`src/hdl/hscale_pkg.sv`:
```
package hscale_pkg;
    // =====================================================
    // register map
    localparam logic [7:0] prescaler_ctrl_off = 8'h68;
    localparam logic [7:0] fine_scale_ctrl_off = 8'h6c;
    localparam logic [7:0] picture_adjust_off = 8'h70;
    // =====================================================
    // field layout, prescaler control
    localparam int dc_gain_lsb = 27;
    localparam int prescale_factor_lsb = 18;
    localparam int accumulation_mode_bit = 17;
    localparam int luma_tap_weights_lsb = 8;
    localparam int chroma_tap_weights_lsb = 0;
    // =====================================================
    // field layout, fine scale control
    localparam int interpolation_mode_bit = 31;
    localparam int start_phase_lsb = 24;
    localparam int phase_increment_lsb = 12;
    localparam int horizontal_start_offset_lsb = 0;
    // =====================================================
    // field layout, picture adjust
    localparam int brightness_lsb = 24;
    localparam int contrast_lsb = 16;
    localparam int saturation_lsb = 0;
    // =====================================================
    // writable masks and reset values
    localparam logic [31:0] prescaler_ctrl_mask = 32'h38feffff;
    localparam logic [31:0] fine_scale_ctrl_mask = 32'hffffffff;
    localparam logic [31:0] picture_adjust_mask = 32'hffff00ff;
    localparam logic [31:0] reg_reset = 32'h00000000;
    // =====================================================
    // video constants
    localparam logic [7:0] nominal_brightness = 8'h80;
    localparam logic [7:0] unity_gain = 8'h40;
    localparam logic [7:0] chroma_zero = 8'h80;
    localparam int phase_frac_bits = 10;
endpackage

```
`src/hdl/horizontal_scaler.sv`:
```
// The implementer's own choice: register access over APB.
`timescale 1ns/1ps
// =====================================================
module horizontal_scaler
    import hscale_pkg::*;
(
    input wire logic pclk,
    input wire logic presetn,
    input wire logic psel,
    input wire logic penable,
    input wire logic pwrite,
    input wire logic [7:0] paddr,
    input wire logic [31:0] pwdata,
    output logic [31:0] prdata,
    output logic pready,
    output logic pslverr,
    input wire logic hsync,
    input wire logic pixel_qualifier,
    input wire logic [7:0] in_luma,
    input wire logic [7:0] in_chroma,
    output logic out_valid,
    output logic [7:0] out_luma,
    output logic [7:0] out_chroma
);
    // =====================================================
    // register file
    logic [31:0] pre_r, pre_nxt, fine_r, fine_nxt, adj_r, adj_nxt;
    logic [31:0] prdata_r, prdata_nxt;
    logic pslverr_r, pslverr_nxt;
    logic access;

    function automatic logic mapped(input logic [7:0] a);
        mapped = (a == prescaler_ctrl_off) || (a == fine_scale_ctrl_off) || (a == picture_adjust_off);
    endfunction

    // zero-wait slave: answers in the first access cycle
    always_comb begin
        access = psel && penable;
        pre_nxt = pre_r;
        fine_nxt = fine_r;
        adj_nxt = adj_r;
        prdata_nxt = prdata_r;
        pslverr_nxt = 1'b0;
        // read data is latched in setup so it stands through the whole access cycle
        if (psel && !penable) begin
            pslverr_nxt = !mapped(paddr);
            unique case (paddr)
                prescaler_ctrl_off: prdata_nxt = pre_r;
                fine_scale_ctrl_off: prdata_nxt = fine_r;
                picture_adjust_off: prdata_nxt = adj_r;
                default: prdata_nxt = 32'h00000000;
            endcase
        end
        // writes land only at the access edge; an unmapped address changes nothing
        if (access && pwrite) begin
            // masks keep reserved bits at zero
            if (paddr == prescaler_ctrl_off) pre_nxt = pwdata & prescaler_ctrl_mask;
            if (paddr == fine_scale_ctrl_off) fine_nxt = pwdata & fine_scale_ctrl_mask;
            if (paddr == picture_adjust_off) adj_nxt = pwdata & picture_adjust_mask;
        end
    end

    // register state
    always_ff @(posedge pclk or negedge presetn) begin
        if (!presetn) begin
            pre_r <= reg_reset;
            fine_r <= reg_reset;
            adj_r <= reg_reset;
            prdata_r <= 32'h00000000;
            pslverr_r <= 1'b0;
        end else begin
            pre_r <= pre_nxt;
            fine_r <= fine_nxt;
            adj_r <= adj_nxt;
            prdata_r <= prdata_nxt;
            pslverr_r <= pslverr_nxt;
        end
    end

    assign pready = 1'b1;
    assign prdata = prdata_r;
    // error only shows while the access phase stands, never in setup
    assign pslverr = pslverr_r && access;

    // =====================================================
    // fields
    // reserved bits are masked at write, so these slices never see them
    logic [2:0] dc_gain;
    logic [5:0] prescale_factor;
    logic accumulation_mode, interpolation_mode;
    logic [7:0] luma_tap_weights, chroma_tap_weights;
    logic [6:0] start_phase;
    logic [11:0] phase_increment, horizontal_start_offset;
    assign dc_gain = pre_r[dc_gain_lsb +: 3];
    assign prescale_factor = pre_r[prescale_factor_lsb +: 6];
    assign accumulation_mode = pre_r[accumulation_mode_bit];
    assign luma_tap_weights = pre_r[luma_tap_weights_lsb +: 8];
    assign chroma_tap_weights = pre_r[chroma_tap_weights_lsb +: 8];
    assign interpolation_mode = fine_r[interpolation_mode_bit];
    assign start_phase = fine_r[start_phase_lsb +: 7];
    assign phase_increment = fine_r[phase_increment_lsb +: 12];
    assign horizontal_start_offset = fine_r[horizontal_start_offset_lsb +: 12];

    // =====================================================
    // pin synchronisers, two flops each
    // reset to each pin's idle level, so no false sync edge follows reset
    // limitation: pixel bits cross one by one and must be steady around the qualifier
    logic [17:0] sync1_r, sync2_r;
    always_ff @(posedge pclk or negedge presetn) begin
        if (!presetn) begin
            sync1_r <= 18'h00000;
            sync2_r <= 18'h00000;
        end else begin
            sync1_r <= {hsync, pixel_qualifier, in_luma, in_chroma};
            sync2_r <= sync1_r;
        end
    end
    logic hs_s, q_s;
    logic [7:0] y_s, c_s;
    assign {hs_s, q_s, y_s, c_s} = sync2_r;

    // =====================================================
    // horizontal start, prescaler and phase
    logic hs_d_r, hs_d_nxt;
    logic [11:0] skip_r, skip_nxt;
    logic [5:0] pos_r, pos_nxt;
    // accumulators are 17 bits: 64 pixels at double weight cannot overflow
    logic [16:0] accy_r, accy_nxt, accc_r, accc_nxt;
    logic [16:0] addy, addc, sumy, sumc;
    logic [2:0] tap;
    logic pre_v_r, pre_v_nxt;
    logic [7:0] pre_y_r, pre_y_nxt, pre_c_r, pre_c_nxt;
    logic [16:0] phase_r, phase_nxt;
    logic ph_v_r, ph_v_nxt;
    logic [7:0] ph_y_r, ph_y_nxt, ph_c_r, ph_c_nxt;
    logic take, last;
    logic line_start;

    // gain shift: 000..011 -> 0..3, 100..111 -> 1..4
    function automatic logic [16:0] apply_gain(input logic [16:0] v, input logic [2:0] g);
        logic [2:0] sh;
        sh = g[2] ? ({1'b0, g[1:0]} + 3'd1) : {1'b0, g[1:0]};
        apply_gain = v >> sh;
    endfunction

    // saturate rather than wrap, so an under-set gain clips to white
    function automatic logic [7:0] sat8(input logic [16:0] v);
        sat8 = (v > 17'd255) ? 8'hff : v[7:0];
    endfunction

    // tap weight: a set bit doubles the pixel, a clear bit passes it once
    function automatic logic [16:0] weigh(input logic [7:0] s, input logic w);
        weigh = w ? {8'h00, s, 1'b0} : {9'h000, s};
    endfunction

    // one-cycle pulse on the rising sync edge
    assign line_start = hs_s && !hs_d_r;

    // offset skip: rising sync edge restarts the count of qualified pixels
    always_comb begin
        hs_d_nxt = hs_s;
        skip_nxt = skip_r;
        if (line_start) begin
            skip_nxt = horizontal_start_offset;
        end else if (q_s && skip_r != 12'h000) begin
            skip_nxt = skip_r - 12'h001;
        end
        // the sync cycle itself never carries a pixel into the window
        take = q_s && skip_r == 12'h000 && !line_start;
    end

    // offset skip registers
    always_ff @(posedge pclk or negedge presetn) begin
        if (!presetn) begin
            hs_d_r <= 1'b0;
            skip_r <= 12'h000;
        end else begin
            hs_d_r <= hs_d_nxt;
            skip_r <= skip_nxt;
        end
    end

    // prescaler: weighted accumulation, one sample out per window
    always_comb begin
        tap = pos_r[2:0]; // taps repeat every eight pixels and restart at each window
        addy = weigh(y_s, luma_tap_weights[tap]);
        addc = weigh(c_s, chroma_tap_weights[tap]);
        sumy = accy_r + addy;
        sumc = accc_r + addc;
        last = pos_r == prescale_factor;
        pos_nxt = pos_r;
        accy_nxt = accy_r;
        accc_nxt = accc_r;
        pre_v_nxt = 1'b0;
        pre_y_nxt = pre_y_r;
        pre_c_nxt = pre_c_r;
        // a window cut by a sync edge is dropped, not flushed
        if (line_start) begin
            pos_nxt = 6'h00;
            accy_nxt = 17'h00000;
            accc_nxt = 17'h00000;
        end else if (take) begin
            pos_nxt = last ? 6'h00 : pos_r + 6'h01;
            accy_nxt = sumy;
            accc_nxt = sumc;
            if (last) begin
                pre_v_nxt = 1'b1;
                pre_y_nxt = sat8(apply_gain(sumy, dc_gain));
                pre_c_nxt = sat8(apply_gain(sumc, dc_gain));
                // overlapping keeps the last sample as the next window seed
                accy_nxt = accumulation_mode ? 17'h00000 : addy;
                accc_nxt = accumulation_mode ? 17'h00000 : addc;
            end
        end
    end

    // prescaler registers
    always_ff @(posedge pclk or negedge presetn) begin
        if (!presetn) begin
            pos_r <= 6'h00;
            accy_r <= 17'h00000;
            accc_r <= 17'h00000;
            pre_v_r <= 1'b0;
            pre_y_r <= 8'h00;
            pre_c_r <= 8'h00;
        end else begin
            pos_r <= pos_nxt;
            accy_r <= accy_nxt;
            accc_r <= accc_nxt;
            pre_v_r <= pre_v_nxt;
            pre_y_r <= pre_y_nxt;
            pre_c_r <= pre_c_nxt;
        end
    end

    // fine scaler: phase in 1/1024 pixel; start phase is in 1/128
    always_comb begin
        phase_nxt = phase_r;
        ph_v_nxt = 1'b0;
        ph_y_nxt = ph_y_r;
        ph_c_nxt = ph_c_r;
        if (line_start) begin
            phase_nxt = {7'h00, start_phase, 3'h0};
        end else if (pre_v_r) begin
            // fixed mode reloads the start phase, so every window yields a sample
            if (interpolation_mode) begin
                phase_nxt = {7'h00, start_phase, 3'h0};
            end else begin
                phase_nxt = phase_r + {5'h00, phase_increment};
            end
            // emit one sample each time the phase crosses a whole pixel
            ph_v_nxt = interpolation_mode || (phase_nxt[16:phase_frac_bits] != phase_r[16:phase_frac_bits]);
            ph_y_nxt = pre_y_r;
            ph_c_nxt = pre_c_r;
        end
    end

    // fine scaler registers
    always_ff @(posedge pclk or negedge presetn) begin
        if (!presetn) begin
            phase_r <= 17'h00000;
            ph_v_r <= 1'b0;
            ph_y_r <= 8'h00;
            ph_c_r <= 8'h00;
        end else begin
            phase_r <= phase_nxt;
            ph_v_r <= ph_v_nxt;
            ph_y_r <= ph_y_nxt;
            ph_c_r <= ph_c_nxt;
        end
    end

    // =====================================================
    // picture adjust stage
    // one more register stage; new settings apply to samples entering it
    picture_adjust u_adjust (
        .pclk(pclk),
        .presetn(presetn),
        .in_valid(ph_v_r),
        .in_luma(ph_y_r),
        .in_chroma(ph_c_r),
        .brightness(adj_r[brightness_lsb +: 8]),
        .contrast(adj_r[contrast_lsb +: 8]),
        .saturation(adj_r[saturation_lsb +: 8]),
        .out_valid(out_valid),
        .out_luma(out_luma),
        .out_chroma(out_chroma)
    );
endmodule

```
`src/hdl/picture_adjust.sv`:
```
`timescale 1ns/1ps
// =====================================================
// brightness, contrast and saturation on one sample
module picture_adjust
    import hscale_pkg::*;
(
    input wire logic pclk,
    input wire logic presetn,
    input wire logic in_valid,
    input wire logic [7:0] in_luma,
    input wire logic [7:0] in_chroma,
    input wire logic [7:0] brightness,
    input wire logic [7:0] contrast,
    input wire logic [7:0] saturation,
    output logic out_valid,
    output logic [7:0] out_luma,
    output logic [7:0] out_chroma
);
    logic out_valid_r, out_valid_nxt;
    logic [7:0] luma_r, luma_nxt, chroma_r, chroma_nxt;
    logic signed [17:0] y_prod;
    logic signed [17:0] c_prod;
    logic signed [17:0] y_sum;
    logic signed [17:0] c_sum;

    // clamp a signed intermediate to 0..255
    function automatic logic [7:0] clamp8(input logic signed [17:0] v);
        if (v < 0) begin
            clamp8 = 8'h00;
        end else if (v > 18'sd255) begin
            clamp8 = 8'hff;
        end else begin
            clamp8 = v[7:0];
        end
    endfunction

    // gain 0x40 is unity, so the product is scaled down by 64
    always_comb begin
        y_prod = $signed({10'h000, in_luma}) * $signed({10'h000, contrast});
        y_sum = (y_prod >>> 6) + $signed({10'h000, brightness}) - $signed({10'h000, nominal_brightness});
        c_prod = ($signed({10'h000, in_chroma}) - $signed({10'h000, chroma_zero}))
            * $signed({10'h000, saturation});
        c_sum = (c_prod >>> 6) + $signed({10'h000, chroma_zero});
        out_valid_nxt = in_valid;
        luma_nxt = in_valid ? clamp8(y_sum) : luma_r;
        chroma_nxt = in_valid ? clamp8(c_sum) : chroma_r;
    end

    // output registers
    always_ff @(posedge pclk or negedge presetn) begin
        if (!presetn) begin
            out_valid_r <= 1'b0;
            luma_r <= 8'h00;
            chroma_r <= 8'h00;
        end else begin
            out_valid_r <= out_valid_nxt;
            luma_r <= luma_nxt;
            chroma_r <= chroma_nxt;
        end
    end

    assign out_valid = out_valid_r;
    assign out_luma = luma_r;
    assign out_chroma = chroma_r;
endmodule

```
`config.mk`:
```
export PLATFORM = sky130hd
export DESIGN_NAME = horizontal_scaler
export DESIGN_NICKNAME = d
export VERILOG_FILES = /design/src/hdl/hscale_pkg.sv /design/src/hdl/horizontal_scaler.sv /design/src/hdl/picture_adjust.sv
export SDC_FILE = /design/constraint.sdc
export NUM_CORES = 1
export LEC_CHECK = 0
export BUFFER_PORTS_ARGS = -buffer_cell sky130_fd_sc_hd__buf_2
export CAP_MARGIN = 20
export CORE_MARGIN = 2
export CORE_UTILIZATION = 59
export CTS_CLUSTER_SIZE = 10
export DETAILED_ROUTE_END_ITERATION = 12
export GPL_ROUTABILITY_DRIVEN = 0
export MAX_ROUTING_LAYER = met4
export PLACE_DENSITY_LB_ADDON = 0.25
export SLEW_MARGIN = 20
export SYNTH_ARGS = -nofsm -noshare
export SYNTH_HDL_FRONTEND = slang
export SYNTH_SLANG_ARGS = --single-unit
```
`constraint.sdc`:
```
create_clock -name pclk -period 7.6 [get_ports pclk]
set_clock_uncertainty 0.05 [all_clocks]
set_input_delay 1.9 -clock pclk [delete_from_list [all_inputs] [get_ports pclk]]
set_output_delay 1.9 -clock pclk [all_outputs]
set_load 0.03 [all_outputs]
```
==> results of run 1 <==
sequential cells by signal, summed over array words and instances (netlist names), 12 cells and up:
name     flops
fine_r      32
prdata      32
pre_r       26
adj_r       24
sync1_r     18
sync2_r     18
accc_r      17
accy_r      17
phase_r     13
skip_r      12
metal layers:
metal  vias to the layer above  share of wire (%)  wire length [um]  track usage, %
met5                         -                  0                 0               -
met4                         0                2.5              1120            8.10
met3                        86                6.6              2910            4.24
met2                       508                 47             20400            44.2
met1                      7079                 44             19400            38.2
li1                       6566                  -                 -               -
cells in the mapped netlist (4+ instances only):
cell and n:
mux4_2 5, o41ai_1 5, nor2_1 101, a22oi_1 17, nor4_1 6, o21bai_1 5, nand4_1 10, o31ai_1 6
dfrtp_1 268, o21ai_0 128, a211o_1 5, o221a_2 8, nor2b_1 21, and2_1 96, a31o_2 7, nor3_1 30
or3_1 7, a211oi_1 12, o22ai_1 12, ha_1 109, a21oi_1 77, a21o_1 16, a221oi_1 5, nand4b_1 4
o211ai_1 8, nand2_1 159, a22o_1 9, mux2_2 114, mux2i_1 26, nand2b_1 14, and4_1 6, clkbuf_1 62
xnor2_1 55, or2_2 5, fa_1 94, o211a_1 5, nand3_1 16, buf_1 10, a222oi_1 21, and3_1 10
o21a_1 11, a31oi_1 6, xor2_1 32, inv_1 137
report_power, final:
part / switching (mW) / total [mW] / internal [mW]
clock network: 0.591 / 1.46 / 0.871
registers: 0.175 / 1.75 / 1.58
logic: 0.360 / 0.621 / 0.261
total: 1.13 / 3.83 / 2.71
cell type report:
type	count	area (um2)	area share, %
Multi-Input combinational cell	1336	10900	53.6
Clock inverter	7	78.8	0.389
Clock buffer	40	903	4.46
Inverter	138	518	2.56
Tap cell	396	495	2.45
Timing Repair Buffer	127	696	3.43
Sequential cell	268	6710	33.1
cells by family after synthesis:
group	synth area share (%)
AOI/OAI and AO/OA	14.8
xor gates and xnor gates	4.15
adders and majority gates	17.7
buffers and inverters	4.42
DFF	36.5
muxes	9.03
other	0.0204
and+or+nand+nor	13.3
critical path: stages, from the launching register on:
cell       delay, ns
dfrtp_1         0.47
and2_1          0.21
fa_1            0.46
fa_1            0.50
ha_1            0.33
fa_1            0.49
ha_1            0.33
a21oi_1         0.13
o21ai_0         0.17
and2_1          0.23
o21a_1          0.19
or2_2           0.29
a21oi_1         0.18
xnor2_1         0.15
ha_1            0.30
nand3_1         0.11
o211ai_1        0.13
o41ai_1         0.52
xnor2_1         0.27
inv_1           0.08
ha_1            0.41
o2111ai_1       0.15
a211oi_1        0.67
a221oi_1        0.21
worst max path at each step:
stage                     startpoint              endpoint  slack [ns]  depth (start not counted)
after floorplan            adj_r[23]  u_adjust.out_luma[1]        1.08                         26
after global placement     adj_r[23]  u_adjust.out_luma[4]        0.75                         24
after detailed placement   adj_r[20]  u_adjust.out_luma[2]        0.44                         23
after CTS                  adj_r[20]  u_adjust.out_luma[3]        0.46                         23
after global routing       adj_r[20]  u_adjust.out_luma[5]        0.01                         23
final                      adj_r[20]  u_adjust.out_luma[2]        0.40                         23
per-stage QoR:
stage          utilization (%)  worst slack, ns
3_5_place_dp              63.0            0.445
3_3_place_gp              63.0            0.747
6_report                  66.2            0.405
2_1_floorplan                -             1.08
4_1_cts                   66.2            0.457
5_1_grt                   66.2           0.0133
==> summary.md, run 1 <==
| Metric | Value |
|---|---|
| Status | `completed` |
| Via density | `6.16` |
| Yosys top cell by area | `dfrtp_1` |
| Port-buffer cells | `112` |
| Fillers | `2407` |
| Syn Nets | `2084` |
| Vias in the first global route | `14200` |
| Critical path class | `reg -> reg` |
| Achievable frequency | `139 MHz` |
| Area growth syn-to-layout | `10.4%` |
| Cell depth of the worst hold path | `0` |
| Layout cell share with drive strength beyond 1 | `17.1%` |
| Area contributors post-synth | `dfrtp_1 (37%), fa_1 (10%), ha_1 (7.4%), mux2_2 (7.0%), o21ai_0 (3.5%)` |
| Area of the core | `30600 um2` |
| Cells on worst reg2reg path | `23` |
| Rel. slew slack | `21.3%` |
| CTS tree | `yes` |
| Largest net degree at the start of global routing | `150` |
| Total negative slack | `0 ns` |
| CTS H-tree lvls | `2` |
| Setup repair bufs after CTS | `0` |
| Worst min-delay path endpoint | `sync2_r[3]` |
| DRC viols | `0` |
| Leak | `10.1 nW` |
| Design area | `20300 um2` |
| Antenna Nets Post-Route | `0` |
| Clk slew on worst S/H paths | `0.05 ns` |
| Final Cycle Share | `94.7%` |
| Hold buffers post-CTS | `0` |
| Cell area after synthesis | `18400 um2` |
| Total congestion overflow | `0` |
| Reg2Reg Launch Point | `adj_r[20]` |
| Worst hold path class | `reg -> reg` |
| CP Max Fanout | `10` |
| CP Launch Type | `flop` |
| Final Non-Filler Cells | `2312` |
| Synth Register Bits | `268` |
| Cell Area, Placed | `19300 um2` |
| Top-area cell type share of the netlist area | `36.5%` |
| R2R setup slack | `0.40 ns` |
| Die Footprint | `32500 um2` |
| Syn Inst Count | `1818` |
| Dpl cells | `2265` |
| I/O pin cnt | `114` |
| Worst-margin pin slew | `1.18 ns` |
| Number of synthesized flops with an enable pin | `0` |
| Mean Syn Cell Area | `10.1 um2` |
| Via Count | `14200` |
| Sequential fraction of the synthesis area | `36.5%` |
| Diodes inserted | `0` |
| First-pass GRT wire length | `72700 um` |
| Hold WS | `0.293 ns` |
| Max Cap Viol | `0` |
| Root buffer cell | `clkbuf_16` |
| Placement Rows | `64` |
| Synth Warn # | `0` |
| # setup viols final | `0` |
| Wire per inst | `19.0 um` |
| Initial antenna violation count | `0` |
| Die height | `180 um` |
| NumNets Final | `2171` |
| Netlist cell types | `84` |
| Most common cell after layout, fill and taps aside | `dfrtp_1` |
| Most frequent cells in the layout | `dfrtp_1 (268), nand2_1 (159), inv_1 (137)` |
| Die width | `180 um` |
| CTS sink count | `268` |
| Crit path DAT | `7.48 ns` |
| Starting Density | `60.0%` |
| Initial drt markers | `1305` |
| Hold path startpoint | `sync1_r[3]` |
| Tot Pwr | `3.83 mW` |
| Clock Latency Late Sink | `0.52 ns` |
| Pre-antenna DRT Iters | `7` |
| Tmin final | `7.20 ns` |
| DP HPWL | `31900 um` |
| Total CTS buffers | `34` |
| Worst setup EP type | `flop` |
| R2r endpoint | `u_adjust.out_luma[2]` |
| Post-CTS Resized | `0` |
| Ys async rst share | `100%` |
| Clock buffer depth | `3` |
| Total wire length | `43900 um` |
| Top FF cell, synth | `dfrtp_1` |
| RSZ-0062 raised after global routing | `false` |
| Final Hold Viols | `0` |
| VDD IR max | `0.000163 V` |
| Pwr/cell area | `189 nW/um2` |
| Crit path required time | `7.89 ns` |
| Gr usage total | `28.1%` |
| Final Max Slew Viols | `0` |
Power figures use the tool's default switching activity.
==> inputs of run 2 (changes only) <==
--- a/config.mk
+++ b/config.mk
@@ -5,6 +5,7 @@
 export SDC_FILE = /design/constraint.sdc
 export NUM_CORES = 1
 export LEC_CHECK = 0
+export ABC_AREA = 1
 export BUFFER_PORTS_ARGS = -buffer_cell sky130_fd_sc_hd__buf_2
 export CAP_MARGIN = 20
 export CORE_MARGIN = 2
@@ -12,7 +13,6 @@
 export CTS_CLUSTER_SIZE = 10
 export DETAILED_ROUTE_END_ITERATION = 12
 export GPL_ROUTABILITY_DRIVEN = 0
-export MAX_ROUTING_LAYER = met4
 export PLACE_DENSITY_LB_ADDON = 0.25
 export SLEW_MARGIN = 20
 export SYNTH_ARGS = -nofsm -noshare
==> run 2 against run 1 <==
Against the previous run: final cell count rose by 33%; die area rose by 5.7%; via count rose by 20%; sequential power fell by 10%.
==> summary.md, run 2 <==
| Metric | Value |
|---|---|
| Via Count | `17100 (+20%)` |
| Post-synth top cells | `nand2_1 (720), inv_1 (427), dfrtp_1 (269), o21ai_0 (219), nand3_1 (157)` |
| Clk slew on worst S/H paths | `0.05 ns (about the same)` |
| Netlist cell types | `56 (-33%)` |
| Cell area after synthesis | `19400 um2 (+5.8%)` |
| Total negative slack | `0 ns (unchanged)` |
| Dpl cells | `3019 (+33%)` |
| Worst-margin pin slew | `0.996 ns (-0.184 ns)` |
| Mean Syn Cell Area | `7.61 um2 (-25%)` |
| Pwr/cell area | `163 nW/um2 (-14%)` |
| Top-area cell type share of the netlist area | `34.7% (-1.9 points)` |
| Most frequent CP cell | `nand2_1` |
| CP Launch Type | `flop` |
| Gr usage total | `28.7% (+0.59 points)` |
| Layout cell share with drive strength beyond 1 | `8.23% (-8.9 points)` |
| Setup repair bufs after CTS | `0 (unchanged)` |
| Crit path DAT | `6.59 ns (-0.89 ns)` |
| Vias in the first global route | `16500 (+16%)` |
| Area growth syn-to-layout | `9.36%` |
| VDD IR max | `0.000170 V (+4.6%)` |
| Most common cell after layout, fill and taps aside | `nand2_1` |
| Antenna Nets Post-Route | `0 (unchanged)` |
| Total wire length | `47800 um (+9.0%)` |
| Die Footprint | `34400 um2 (+5.7%)` |
| Total CTS buffers | `34 (unchanged)` |
| Most frequent cells in the layout | `nand2_1 (719), inv_1 (427), dfrtp_1 (269)` |
| Post-CTS Resized | `0 (unchanged)` |
| Worst setup EP type | `flop` |
| # setup viols final | `0 (unchanged)` |
| Die width | `185 um (+2.8%)` |
| Largest net degree at the start of global routing | `170 (+13%)` |
| Root buffer cell | `clkbuf_16` |
| Achievable frequency | `160 MHz (+15%)` |
| CTS H-tree lvls | `2 (unchanged)` |
| Final Cycle Share | `82.2% (-13 points)` |
| Critical path class | `reg -> reg` |
| Initial drt markers | `1491 (+14%)` |
| Syn Nets | `2816 (+35%)` |
| Number of synthesized flops with an enable pin | `0 (unchanged)` |
| Tmin final | `6.24 ns (-0.951 ns)` |
| Leak | `11.9 nW (+17%)` |
| DP HPWL | `35800 um (+12%)` |
| Top FF cell, synth | `dfrtp_1` |
| Clock Latency Late Sink | `0.53 ns (about the same)` |
| CTS sink count | `269 (+0.37%)` |
| Sequential fraction of the synthesis area | `34.7% (-1.9 points)` |
| Via density | `5.56 (-9.7%)` |
| Synth Warn # | `0 (unchanged)` |
| NumNets Final | `2879 (+33%)` |
| Max stage delay on crit path | `0.55 ns (-0.12 ns)` |
| Final Hold Viols | `0 (unchanged)` |
| Wire per inst | `15.6 um (-18%)` |
| Status | `completed` |
| Yosys top cell by area | `dfrtp_1` |
| Die height | `185 um (+2.8%)` |
| DRC viols | `0 (unchanged)` |
| Area of the core | `32500 um2 (+6.1%)` |
| Final Non-Filler Cells | `3067 (+33%)` |
| Crit path required time | `7.95 ns (+0.06 ns)` |
| Placement Rows | `66 (+3.1%)` |
| Hold buffers post-CTS | `0 (unchanged)` |
| Starting Density | `59.8% (-0.17 points)` |
| Syn Inst Count | `2550 (+40%)` |
| Port-buffer cells | `112 (unchanged)` |
| Initial antenna violation count | `0 (unchanged)` |
| Total congestion overflow | `0 (unchanged)` |
| Synth Register Bits | `269 (+0.37%)` |
| Dominant cell by count in the synthesized netlist | `nand2_1` |
| Worst hold path class | `reg -> reg` |
| Hold WS | `0.295 ns (+0.00112 ns)` |
| First-pass GRT wire length | `79200 um (+9.0%)` |
| Diodes inserted | `0 (unchanged)` |
| Clock buffer depth | `3 (unchanged)` |
| I/O pin cnt | `114 (unchanged)` |
| Ys async rst share | `100% (unchanged)` |
| Final Max Slew Viols | `0 (unchanged)` |
| Fin util | `65.4% (-0.81 points)` |
| RSZ-0062 raised after global routing | `false` |
| CP Max Fanout | `10 (unchanged)` |
| Worst path slowest cell | `fa_1` |
| Rel. slew slack | `33.4% (+12 points)` |
| CTS tree | `yes` |
| Area contributors post-synth | `dfrtp_1 (35%), nand2_1 (14%), fa_1 (9.7%), inv_1 (8.3%), ha_1 (7.0%)` |
| Max Cap Viol | `0 (unchanged)` |
| Pre-antenna DRT Iters | `6 (-1)` |
==> run 2: cell count changes after synthesis, moves of 26 or more <==
| cell | delta |
|---|---|
| and2_1 | -96 |
| nand2_1 | +561 |
| inv_1 | +290 |
| nand3_1 | +141 |
| o21ai_0 | +91 |
| a21oi_1 | +33 |
| xnor2_1 | -34 |
| mux2i_1 | -26 |
| mux2_2 | -114 |
==> run 2: metrics by stage <==
stage / worst slack (ns) / total power [mW] / cell area, um2
floorplan: 1.87 / 1.84 / 19400
global placement: 1.64 / 1.95 / 20200
detailed placement: 1.41 / 1.96 / 20200
CTS: 1.38 / 3.50 / 21200
global route: 0.855 / 3.61 / 21200
finish: 1.36 / 3.47 / 21200
==> run 2: critical path: cells and delay by family (launching register included) <==
family | cells | cell delay [ns]
buffers and inverters | 5 | 0.33
AND/OR/NAND/NOR | 14 | 1.21
adder cells (fa/ha/maj) | 7 | 2.81
flip-flops | 1 | 0.49
AO/OA/AOI/OAI | 6 | 1.06
XOR/XNOR | 1 | 0.17
==> run 2: final timing paths <==
path	depth (start not counted)	endpoint	slack, ns	start
max reg2reg	33	u_adjust.out_luma[6]	1.36	adj_r[20]
min reg2reg	0	sync2_r[6]	0.29	sync1_r[6]
max in group asynchronous	2	sync2_r[12]	4.78	presetn
min	0	sync2_r[6]	0.29	sync1_r[6]
min in group asynchronous	1	prdata[5]	1.36	presetn
max	33	u_adjust.out_luma[6]	1.36	adj_r[20]
==> run 2: final cells by class <==
type | count | area, um2
clock buffer | 43 | 926
clock inverter | 5 | 97.6
fill | 2805 | 11200
inverter | 439 | 1650
multi-input combinational | 1747 | 10600
sequential | 269 | 6730
tap | 442 | 553
timing repair buffer | 122 | 658
==> run 2: kinds of logic after synthesis <==
logic type      after synthesis  share of synthesized area [%]
compound gates              429                           12.5
simple gates               1058                           22.9
xor+xnor                     56                           2.53
buf+inv                     534                           10.7
fa+ha+maj                   203                           16.7
other cells                   1                         0.0193
flops                       269                           34.7
==> run 2: report_power, final <==
part	leakage, nW	switching (mW)	internal [mW]
clock network	0.499	0.607	0.919
logic	7.74	0.248	0.129
registers	3.61	0.0620	1.50
total	11.9	0.917	2.55
==> run 2: metal layers <==
metal	vias up	global-route usage, %	routed length (um)
met5	-	0	0
met4	0	9.52	1480
met3	120	3.89	3170
met2	673	48.0	22200
met1	8039	38.5	21000
li1	8225	-	-
